File: src/verilog/eid_pkg.sv
package eid_pkg;

   // Instruction word and data widths.
   localparam int EID_IW = 14;
   localparam int EID_DW = 8;
   localparam int EID_PW = 16;

   // Fixed encodings of the single-word instructions.
   localparam logic [13:0] EID_OP_BRANCH_ACC = 14'h000B;
   localparam logic [13:0] EID_OP_CALL_ACC = 14'h000A;
   localparam logic [13:0] EID_OP_PRESCALE = 14'h0062;
   localparam logic [13:0] EID_OP_STANDBY = 14'h0063;
   localparam logic [13:0] EID_OP_KICK = 14'h0064;
   localparam logic [13:0] EID_OP_IDLE = 14'h0000;

   // Masked encodings: value compared after the mask is applied.
   localparam logic [13:0] EID_MSK_RETLIT = 14'h3F00;
   localparam logic [13:0] EID_VAL_RETLIT = 14'h3400;
   localparam logic [13:0] EID_MSK_DIR = 14'h3FF8;
   localparam logic [13:0] EID_VAL_DIR = 14'h0060;
   localparam logic [13:0] EID_MSK_PADD = 14'h3F80;
   localparam logic [13:0] EID_VAL_PADD = 14'h3100;
   localparam logic [13:0] EID_MSK_REL = 14'h3E00;
   localparam logic [13:0] EID_VAL_REL = 14'h3200;
   localparam logic [13:0] EID_MSK_ILD = 14'h3FF8;
   localparam logic [13:0] EID_VAL_ILD = 14'h0010;
   localparam logic [13:0] EID_MSK_IST = 14'h3FF8;
   localparam logic [13:0] EID_VAL_IST = 14'h0018;
   localparam logic [13:0] EID_MSK_XLD = 14'h3F80;
   localparam logic [13:0] EID_VAL_XLD = 14'h3F00;
   localparam logic [13:0] EID_MSK_XST = 14'h3F80;
   localparam logic [13:0] EID_VAL_XST = 14'h3F80;

   // Field positions.
   localparam int EID_POS_PSEL_SHORT = 2;
   localparam int EID_POS_PSEL_LONG = 6;
   localparam int EID_POS_PTR_MSB = 15;

   // Reset values of the status flags.
   localparam logic EID_RST_TIMEOUT = 1'b1;
   localparam logic EID_RST_POWERDOWN = 1'b1;

   // Cycle counts.
   localparam logic [1:0] EID_CYC_ONE = 2'h1;
   localparam logic [1:0] EID_CYC_TWO = 2'h2;

   // Pointer modifier codes.
   typedef enum logic [1:0] {
      EID_MOD_PREINC = 2'h0,
      EID_MOD_PREDEC = 2'h1,
      EID_MOD_POSTINC = 2'h2,
      EID_MOD_POSTDEC = 2'h3
   } eid_mod_type;

   // Operation class of the decoded word.
   typedef enum logic [3:0] {
      EID_K_IDLE,
      EID_K_BRANCH_ACC,
      EID_K_CALL_ACC,
      EID_K_RETLIT,
      EID_K_PRESCALE,
      EID_K_DIRLOAD,
      EID_K_STANDBY,
      EID_K_KICK,
      EID_K_PADD,
      EID_K_ILOAD,
      EID_K_ISTORE,
      EID_K_XLOAD,
      EID_K_XSTORE,
      EID_K_RELJUMP,
      EID_K_OTHER
   } eid_kind_type;

   // Decoded instruction fields.
   typedef struct packed {
      eid_kind_type kind;
      logic ptr_sel;
      eid_mod_type modif;
      logic [5:0] lit6;
      logic [7:0] lit8;
      logic [2:0] dir_sel;
      logic [8:0] rel_off;
      logic pc_change;
   } eid_dec_type;

   // Memory access request toward data memory.
   typedef struct packed {
      logic rd;
      logic wr;
      logic [15:0] addr;
      logic [7:0] wdata;
   } eid_mem_type;

endpackage

File: src/verilog/eid_field_decode.sv
`timescale 1ns/1ps

// Pure combinational split of one instruction word into its class and fields.
module eid_field_decode
   import eid_pkg::*;
(
   // Instruction word.
   input wire logic [13:0] word,
   // Decoded result.
   output eid_pkg::eid_dec_type dec
);

   // The order of tests matters: exact codes first, then masked groups.
   always_comb
   begin
      dec = '0;
      dec.lit8 = word[7:0];
      dec.lit6 = word[5:0];
      dec.dir_sel = word[2:0];
      dec.rel_off = word[8:0];
      dec.modif = eid_mod_type'(word[1:0]);
      dec.ptr_sel = word[EID_POS_PSEL_SHORT];
      if (word == EID_OP_IDLE)
      begin
         dec.kind = EID_K_IDLE;
      end
      else if (word == EID_OP_BRANCH_ACC)
      begin
         dec.kind = EID_K_BRANCH_ACC; // RQ1
         dec.pc_change = 1'b1;
      end
      else if (word == EID_OP_CALL_ACC)
      begin
         dec.kind = EID_K_CALL_ACC; // RQ2
         dec.pc_change = 1'b1;
      end
      else if (word == EID_OP_PRESCALE)
      begin
         dec.kind = EID_K_PRESCALE; // RQ4
      end
      else if (word == EID_OP_STANDBY)
      begin
         dec.kind = EID_K_STANDBY; // RQ6
      end
      else if (word == EID_OP_KICK)
      begin
         dec.kind = EID_K_KICK; // RQ16
      end
      else if ((word & EID_MSK_DIR) == EID_VAL_DIR)
      begin
         dec.kind = EID_K_DIRLOAD; // RQ5
      end
      else if ((word & EID_MSK_RETLIT) == EID_VAL_RETLIT)
      begin
         dec.kind = EID_K_RETLIT; // RQ3
         dec.pc_change = 1'b1;
      end
      else if ((word & EID_MSK_REL) == EID_VAL_REL)
      begin
         dec.kind = EID_K_RELJUMP; // RQ15
         dec.pc_change = 1'b1;
      end
      else if ((word & EID_MSK_PADD) == EID_VAL_PADD)
      begin
         dec.kind = EID_K_PADD; // RQ7
         dec.ptr_sel = word[EID_POS_PSEL_LONG];
      end
      else if ((word & EID_MSK_ILD) == EID_VAL_ILD)
      begin
         dec.kind = EID_K_ILOAD; // RQ8
      end
      else if ((word & EID_MSK_IST) == EID_VAL_IST)
      begin
         dec.kind = EID_K_ISTORE; // RQ11
      end
      else if ((word & EID_MSK_XLD) == EID_VAL_XLD)
      begin
         dec.kind = EID_K_XLOAD; // RQ9
         dec.ptr_sel = word[EID_POS_PSEL_LONG];
      end
      else if ((word & EID_MSK_XST) == EID_VAL_XST)
      begin
         dec.kind = EID_K_XSTORE; // RQ10
         dec.ptr_sel = word[EID_POS_PSEL_LONG];
      end
      else
      begin
         dec.kind = EID_K_OTHER;
      end
   end

endmodule // eid_field_decode

File: src/verilog/eid_decoder.sv
`timescale 1ns/1ps

// Behaviour
// (RQ1) Decode branch by accumulator, two cycles.
// (RQ2) Decode call by accumulator, two cycles.
// (RQ3) Return loading literal into accumulator, two cycles.
// (RQ4) Copy accumulator to prescaler config, one cycle.
// (RQ5) Copy accumulator to selected direction register.
// (RQ6) Standby entry updates timeout and powerdown flags.
// (RQ7) Add six-bit literal to selected pointer.
// (RQ8) Pointer load with pre/post modifier, sets zero.
// (RQ9) Indexed indirect load updates zero flag.
// (RQ10) Indexed indirect store, flags unchanged.
// (RQ11) Pointer store with modifier, flags unchanged.
// (RQ12) Program counter change costs two cycles.
// (RQ13) Second cycle is an idle slot.
// (RQ14) Extra cycle when pointer top bit set.
// (RQ15) Relative jump: signed nine-bit offset, two cycles.
// (RQ16) Watchdog kick sets timeout and powerdown flags.
module eid_decoder
   import eid_pkg::*;
#(
   parameter int DIR_REGS = 8
)
(
   // Clock and reset.
   input wire logic clk_sys,
   input wire logic rst,
   // Instruction fetch from program memory.
   input wire logic [13:0] instr_word,
   input wire logic instr_valid,
   output logic instr_ready,
   // Data memory read answer, taken in the accept cycle, one cycle before the registered read request shows.
   input wire logic [7:0] mem_rdata,
   // Data memory request.
   output eid_pkg::eid_mem_type mem_req,
   // Architectural state views.
   output logic [15:0] pc,
   output logic [7:0] accum,
   output logic [7:0] prescale_cfg,
   output logic [7:0] dir_reg [DIR_REGS],
   output logic [15:0] ptr0,
   output logic [15:0] ptr1,
   output logic zero_flag,
   output logic watchdog_timeout_flag,
   output logic powerdown_flag,
   output logic standby,
   // Pulses and the held cycle count for surrounding logic.
   output logic call_push,
   output logic ret_pop,
   output logic watchdog_kick,
   output logic [1:0] cycles_last
);
   import eid_pkg::*;

   // Decoded form of the incoming word.
   eid_dec_type dec;
   // Architectural registers.
   logic [15:0] pc_q, pc_d;
   logic [7:0] acc_q, acc_d;
   logic [7:0] pre_q, pre_d;
   logic [7:0] dir_q [DIR_REGS];
   logic [7:0] dir_d [DIR_REGS];
   logic [15:0] ptr_q [2];
   logic [15:0] ptr_d [2];
   logic z_q, z_d;
   logic tmo_q, tmo_d;
   logic down_q, down_d;
   logic sb_q, sb_d;
   // Number of idle slots still owed by the last instruction.
   logic [1:0] stall_q, stall_d;
   logic [1:0] cyc_q, cyc_d;
   // Output pulse registers.
   logic push_q, push_d;
   logic pop_q, pop_d;
   logic kick_q, kick_d;
   eid_mem_type mem_q, mem_d;
   // Pointer arithmetic helpers.
   logic [15:0] psel;
   logic [15:0] pmod;
   logic [15:0] paddr;
   logic [15:0] pidx;
   logic [15:0] pc_inc;
   logic go;

   eid_field_decode u_dec
   (
      .word(instr_word),
      .dec(dec)
   );

   // A word is accepted only when no idle slot is pending.
   assign instr_ready = (stall_q == 2'h0);
   // The word is consumed only on the edge where both sides agree.
   assign go = instr_valid && instr_ready;
   assign psel = ptr_q[dec.ptr_sel];
   assign pc_inc = pc_q + 16'h0001;
   // Pre modes use the modified value as the address, post modes the old one.
   assign pmod = dec.modif[0] ? (psel - 16'h0001) : (psel + 16'h0001);
   assign paddr = dec.modif[1] ? psel : pmod;
   // Indexed form treats the six-bit literal as signed.
   assign pidx = psel + {{10{dec.lit6[5]}}, dec.lit6};

   // Next state of the whole instruction engine.
   always_comb
   begin
      pc_d = pc_q;
      acc_d = acc_q;
      pre_d = pre_q;
      dir_d = dir_q;
      ptr_d = ptr_q;
      z_d = z_q;
      tmo_d = tmo_q;
      down_d = down_q;
      sb_d = sb_q;
      stall_d = stall_q;
      cyc_d = cyc_q;
      push_d = 1'b0;
      pop_d = 1'b0;
      kick_d = 1'b0;
      mem_d = '0;
      if (stall_q != 2'h0)
      begin
         // Owed cycle: nothing architectural changes.
         stall_d = stall_q - 2'h1; // RQ13
      end
      else if (go)
      begin
         pc_d = pc_inc;
         cyc_d = EID_CYC_ONE;
         case (dec.kind)
            EID_K_BRANCH_ACC:
            begin
               // The accumulator is an unsigned step forward from the next word.
               pc_d = pc_inc + {8'h00, acc_q}; // RQ1
            end
            EID_K_CALL_ACC:
            begin
               // The upper page is kept; the return address leaves on the push pulse.
               pc_d = {pc_q[15:8], acc_q}; // RQ2
               push_d = 1'b1;
            end
            EID_K_RETLIT:
            begin
               // The return address lives in the external stack, so pc only steps here.
               acc_d = dec.lit8; // RQ3
               pop_d = 1'b1;
            end
            EID_K_RELJUMP:
            begin
               // The nine-bit field is signed, so short loops backward need no extra word.
               pc_d = pc_inc + {{7{dec.rel_off[8]}}, dec.rel_off}; // RQ15
            end
            EID_K_PRESCALE:
            begin
               // The copy is seen from the next cycle on; no flag moves.
               pre_d = acc_q; // RQ4
            end
            EID_K_DIRLOAD:
            begin
               // Selectors beyond the implemented set are ignored.
               if (32'(dec.dir_sel) < DIR_REGS)
               begin
                  dir_d[dec.dir_sel] = acc_q; // RQ5
               end
            end
            EID_K_STANDBY:
            begin
               // The cleared powerdown flag stays so until a kick or a reset.
               tmo_d = 1'b1; // RQ6
               down_d = 1'b0; // RQ6
               sb_d = 1'b1;
            end
            EID_K_KICK:
            begin
               // A kick returns both flags to their power-up state.
               tmo_d = 1'b1; // RQ16
               down_d = 1'b1; // RQ16
               kick_d = 1'b1;
            end
            EID_K_PADD:
            begin
               // The literal is unsigned here, unlike the indexed offset.
               ptr_d[dec.ptr_sel] = psel + {10'h000, dec.lit6}; // RQ7
            end
            EID_K_ILOAD:
            begin
               // Read data must stand in the accept cycle, as there is no wait state.
               ptr_d[dec.ptr_sel] = pmod; // RQ8
               mem_d.rd = 1'b1;
               mem_d.addr = paddr;
               acc_d = mem_rdata;
               z_d = (mem_rdata == 8'h00); // RQ8
            end
            EID_K_XLOAD:
            begin
               // The pointer itself is left as it was.
               mem_d.rd = 1'b1; // RQ9
               mem_d.addr = pidx;
               acc_d = mem_rdata;
               z_d = (mem_rdata == 8'h00); // RQ9
            end
            EID_K_ISTORE:
            begin
               // Stores never touch the zero flag.
               ptr_d[dec.ptr_sel] = pmod; // RQ11
               mem_d.wr = 1'b1;
               mem_d.addr = paddr;
               mem_d.wdata = acc_q;
            end
            EID_K_XSTORE:
            begin
               // Neither the pointer nor any flag changes.
               mem_d.wr = 1'b1; // RQ10
               mem_d.addr = pidx;
               mem_d.wdata = acc_q;
            end
            default:
            begin
               // Idle slot and unsupported words only advance the counter.
               pc_d = pc_inc;
            end
         endcase
         // Program counter changes take one extra idle cycle.
         if (dec.pc_change)
         begin
            stall_d = 2'h1; // RQ12
            cyc_d = EID_CYC_TWO; // RQ12
         end
         // An indirect access with the pointer top bit set costs one more cycle.
         if ((dec.kind == EID_K_ILOAD || dec.kind == EID_K_ISTORE ||
              dec.kind == EID_K_XLOAD || dec.kind == EID_K_XSTORE) && psel[EID_POS_PTR_MSB])
         begin
            stall_d = stall_d + 2'h1; // RQ14
            cyc_d = cyc_d + 2'h1; // RQ14
         end
      end
   end

   // Register stage; flags reset to their power-up values.
   always_ff @(posedge clk_sys)
   begin
      if (rst)
      begin
         pc_q <= 16'h0000;
         acc_q <= 8'h00;
         // Configuration registers come up all ones, the safe input setting.
         pre_q <= 8'hFF;
         for (int i = 0; i < DIR_REGS; i++)
         begin
            dir_q[i] <= 8'hFF;
         end
         ptr_q[0] <= 16'h0000;
         ptr_q[1] <= 16'h0000;
         z_q <= 1'b0;
         tmo_q <= EID_RST_TIMEOUT;
         down_q <= EID_RST_POWERDOWN;
         sb_q <= 1'b0;
         stall_q <= 2'h0;
         cyc_q <= 2'h0;
         push_q <= 1'b0;
         pop_q <= 1'b0;
         kick_q <= 1'b0;
         mem_q <= '0;
      end
      else
      begin
         // Every register loads its next value on every edge.
         pc_q <= pc_d;
         acc_q <= acc_d;
         pre_q <= pre_d;
         dir_q <= dir_d;
         ptr_q <= ptr_d;
         z_q <= z_d;
         tmo_q <= tmo_d;
         down_q <= down_d;
         sb_q <= sb_d;
         stall_q <= stall_d;
         cyc_q <= cyc_d;
         push_q <= push_d;
         pop_q <= pop_d;
         kick_q <= kick_d;
         mem_q <= mem_d;
      end
   end

   // Registered views of the state.
   assign pc = pc_q;
   assign accum = acc_q;
   assign prescale_cfg = pre_q;
   assign dir_reg = dir_q;
   assign ptr0 = ptr_q[0];
   assign ptr1 = ptr_q[1];
   assign zero_flag = z_q;
   assign watchdog_timeout_flag = tmo_q;
   assign powerdown_flag = down_q;
   assign standby = sb_q;
   // Pulses last one cycle because their next values default to zero.
   assign call_push = push_q;
   assign ret_pop = pop_q;
   assign watchdog_kick = kick_q;
   assign cycles_last = cyc_q;
   assign mem_req = mem_q;

endmodule // eid_decoder

File: config.mk
export PLATFORM = sky130hd
export DESIGN_NAME = eid_decoder
export DESIGN_NICKNAME = d
export VERILOG_FILES = /design/src/verilog/eid_pkg.sv /design/src/verilog/eid_field_decode.sv /design/src/verilog/eid_decoder.sv
export SDC_FILE = /design/constraint.sdc
export NUM_CORES = 1
export LEC_CHECK = 0
export BUFFER_PORTS_ARGS = -buffer_cell sky130_fd_sc_hd__buf_2
export CAP_MARGIN = 10
export CORE_UTILIZATION = 61
export DETAILED_ROUTE_END_ITERATION = 16
export PLACE_DENSITY = 0.87
export SLEW_MARGIN = 20
export SYNTH_ARGS = -nofsm -noshare
export SYNTH_HDL_FRONTEND = slang
export SYNTH_SLANG_ARGS = --single-unit
File: constraint.sdc
create_clock -name clk_sys -period 9.7 [get_ports clk_sys]
set_input_delay 0.97 -clock clk_sys [delete_from_list [all_inputs] [get_ports clk_sys]]
set_output_delay 0.97 -clock clk_sys [all_outputs]
set_load 0.1 [all_outputs]
==> metrics.md <==
| Metric | Value |
|---|---|
| Status | `finished, final reports clean` |
| Synth Area in Compound Gates | `0.1934` |
| IO Pins | `189` |
| CTS root buf | `clkbuf_16` |
| Mapped Area | `9709 µm²` |
| Via Count | `9362` |
| CTS tree | `yes` |
| P_sw | `0.0004325 W` |
| Switching share of power | `0.2832` |
| Power density cells | `134.9 nW/µm²` |
| CP arrival | `6.08 ns` |
| Initial Utilization | `0.6317` |
| Cts bufs inserted | `17` |
| Post-Synth Adder-Cell Area | `0.06804` |
| Fmax | `174.9 MHz` |
| Synthesized instance count | `1148` |
| Reg2Reg Launch Point | `pc[2]` |
| Sequential share of power | `0.448` |
| Clock slew at reported path FFs | `0.07 ns` |
| # DRC | `0` |
| Synth async-reset ratio | `0` |
| Worst setup EP type | `register` |
| Multiplexer area fraction after synthesis | `0.05941` |
| H-tree depth | `4` |
| Dominant cells by area after synthesis | `dfxtp_1 (34%), ha_1 (6.2%), nor2_1 (4.4%), nand2_1 (3.7%), xnor2_1 (3.6%)` |
| PostCTS Resize Cnt | `0` |
| Non-filler cells, final | `1521` |
| Top cell type's share of synthesized area | `0.3381` |
| Pre-CTS setup slack | `3.521 ns` |
| Simple-Gate Fraction of Synth Area | `0.2524` |
| Nets | `1372` |
| Cells on worst reg2reg path | `13` |
| Die height | `128.2 µm` |
| Syn_area_per_cell | `8.458 µm²` |
| Final Cycle Share | `0.5896` |
| Synth Register Bits | `164` |
| Worst VDD drop | `128.5 µV` |
| Initial antenna violation count | `1` |
| IO Port Bufs | `187` |
| Synth unique cells | `80` |
| Global-route wire length before repair | `43560 µm` |
| Synth area leader | `dfxtp_1` |
| PnR worst setup slack | `3.981 ns` |
| Hold crit path type | `reg2reg` |
| Max cap viols | `0` |
| RR Endpoint | `pc[15]` |
| Net Count, Synth | `1224` |
| Largest family of logic cells by synthesized area | `simple AND/OR/NAND/NOR gates` |
| Row count | `45` |
| Initial DRC Count | `691` |
| P&R area growth vs syn | `16.58%` |
| YS warnings | `0` |
| Vias/cell | `6.155` |
| Largest register FFs | `64` |
| RSZ-0062 raised after global routing | `no` |
| WP data required | `10.06 ns` |
| Worst-skew pair later-pin latency | `0.45 ns` |
| Worst-path fanout max | `27` |
| Mean routed wirelength per cell | `18.08 µm` |
| Detail Placement HPWL | `19120 µm` |
| Post-synthesis sequential area ratio | `0.3381` |
| Pint | `0.001095 W` |
| Startpoint types | `input port` |
| Final setup skew | `0.01376 ns` |
| CTS sink count | `164` |
| Post-DRT Antenna Nets | `0` |
| Worst-Margin Slew | `1.081 ns` |
| CTS Buffer Depth | `2` |
| Core area | `15370 µm²` |
| Relative slew slack | `0.2796` |
| Post-synth EDFFs | `0` |
| Leakage | `4.787 nW` |
| Fill count | `1169` |
| Drt pass-1 iters | `5` |
| Die area | `16430 µm²` |
| Clock period minus worst slack | `5.719 ns` |
| Die width | `128.2 µm` |
| Largest net degree at the start of global routing | `85` |
| Overall Power | `0.001527 W` |
| Grt ovf | `0` |
| Final Max Tran Viols | `0` |
| Comb pwr share | `0.098` |
| Hold WS | `0.4394 ns` |
| Inst Count DP | `1488` |
| Fin Setup TNS | `0 ns` |
| Final hold vios | `0` |
| Final setup fails | `0` |
| Worst Path Class, Setup | `in2reg` |
| Total routed wirelength | `27500 µm` |
| Total track usage | `0.3341` |
| Critical Path End | `ptr1[15]` |
| GP Congestion | `0.9840` |
| Fraction of final layout cells sized beyond drive strength 1 | `0.2299` |
| XOR/XNOR Fraction of Synth Area | `0.04832` |
| Number of setup buffers added after CTS | `0` |
| R2R setup slack | `5.80 ns` |
| Hold_buf cts | `0` |
| Crit path launch | `instr_word[10]` |
| Number of global-route vias before repair | `8651` |
| Dominant synthesized flop cell | `dfxtp_1` |
| Clk pwr share | `0.454` |
routing by layer:
layer  GRT usage  up-vias  wire length [µm]
li1            -     4451                 -
met1      0.4114     4406             11560
met2      0.5601      422             12950
met3     0.07304       83              2097
met4      0.1474        0               888
met5           0        -                 0
worst max-delay path, cell delays in order:
cell and delay [ns]:
buf_2 0.13, and4bb_1 0.27, a2bb2oi_1 0.48, mux2i_4 0.92, mux2i_1 0.39, inv_1 0.13
ha_1 0.39, a211oi_1 0.32, nand2_1 0.11, or3_1 0.34, o211ai_1 0.22, a31oi_1 0.24
and2_1 0.25, a311oi_1 0.44, mux2_2 0.39, o221ai_1 0.07
cell families (layout without fill, tap and decap cells):
family,count (synthesis),count (layout)
other,1,2
AOI/OAI and AO/OA,266,266
muxes,55,55
and+or+nand+nor,463,463
DFF,164,164
xor gates and xnor gates,52,52
buffers and inverters,96,257
adders and majority gates,51,51
layout by cell type (no fill, tap or decap), types with 33 or more instances in the layout:
cell type / count
a211o_1: 33
a211oi_1: 41
a21oi_1: 54
buf_2: 186
dfxtp_1: 164
ha_1: 48
mux2i_1: 33
nand2_1: 96
nand3_1: 33
nor2_1: 114
nor2b_1: 41
xnor2_1: 40
power by group through the flow:
stage / logic [W] / clock network, W / registers [W]
6_report: 0.000150 / 0.000694 / 0.000684
5_1_grt: 0.000160 / 0.000726 / 0.000684
4_1_cts: 0.000147 / 0.000695 / 0.000684
3_5_place_dp: 0.000145 / 0 / 0.000699
3_3_place_gp: 0.000143 / 0 / 0.000699
2_1_floorplan: 0.0000834 / 0 / 0.000726
synthesized netlist by cell type (all sizes together) (5+ instances only):
cell	count
dfxtp	164
nor2	114
nand2	96
a21oi	54
clkbuf	52
ha	48
a211oi	43
nor2b	42
xnor2	40
nor3	35
mux2i	34
nand3	34
a211o	33
o21ai	31
or2	31
inv	27
mux2	21
nand2b	21
nand4	18
and2	17
buf	15
nand3b	14
a21o	13
a31oi	13
a311oi	11
o211ai	11
xor2	11
and3	10
a221oi	9
a22oi	7
o21a	7
nor4	5
o21bai	5
or3	5
stage by stage:
step / cell area (µm²) / util
4_1_cts: 11320 / 0.7363
5_1_grt: 11320 / 0.7364
3_3_place_gp: 10720 / 0.6972
6_report: 11320 / 0.7364
3_5_place_dp: 10720 / 0.6972
2_1_floorplan: 9709 / -
how the worst min path moves through the flow:
stage,startpoint,endpoint,slack (ns),cells after the start
after global placement,dir_reg[29],dir_reg[29],0.42,1
after global routing,dir_reg[33],dir_reg[33],0.46,1
after CTS,dir_reg[47],dir_reg[47],0.44,1
final,dir_reg[33],dir_reg[33],0.44,1
after detailed placement,dir_reg[47],dir_reg[47],0.42,1
after floorplan,stall_q[0],stall_q[0],0.42,1
layout make-up:
type                    instances  area, µm²  share of cell area
clock inverters                13      157.7             0.01393
inverters                      29      108.9            0.009616
flip-flops and latches        164       3283              0.2900
multi-input cells             888       6055              0.5349
clock buffers                  19      442.9             0.03913
repair buffers                196       1006             0.08887
diodes                          1      2.502           0.0002211
well taps                     211      264.0             0.02332
(Power assumes the default switching activity.)
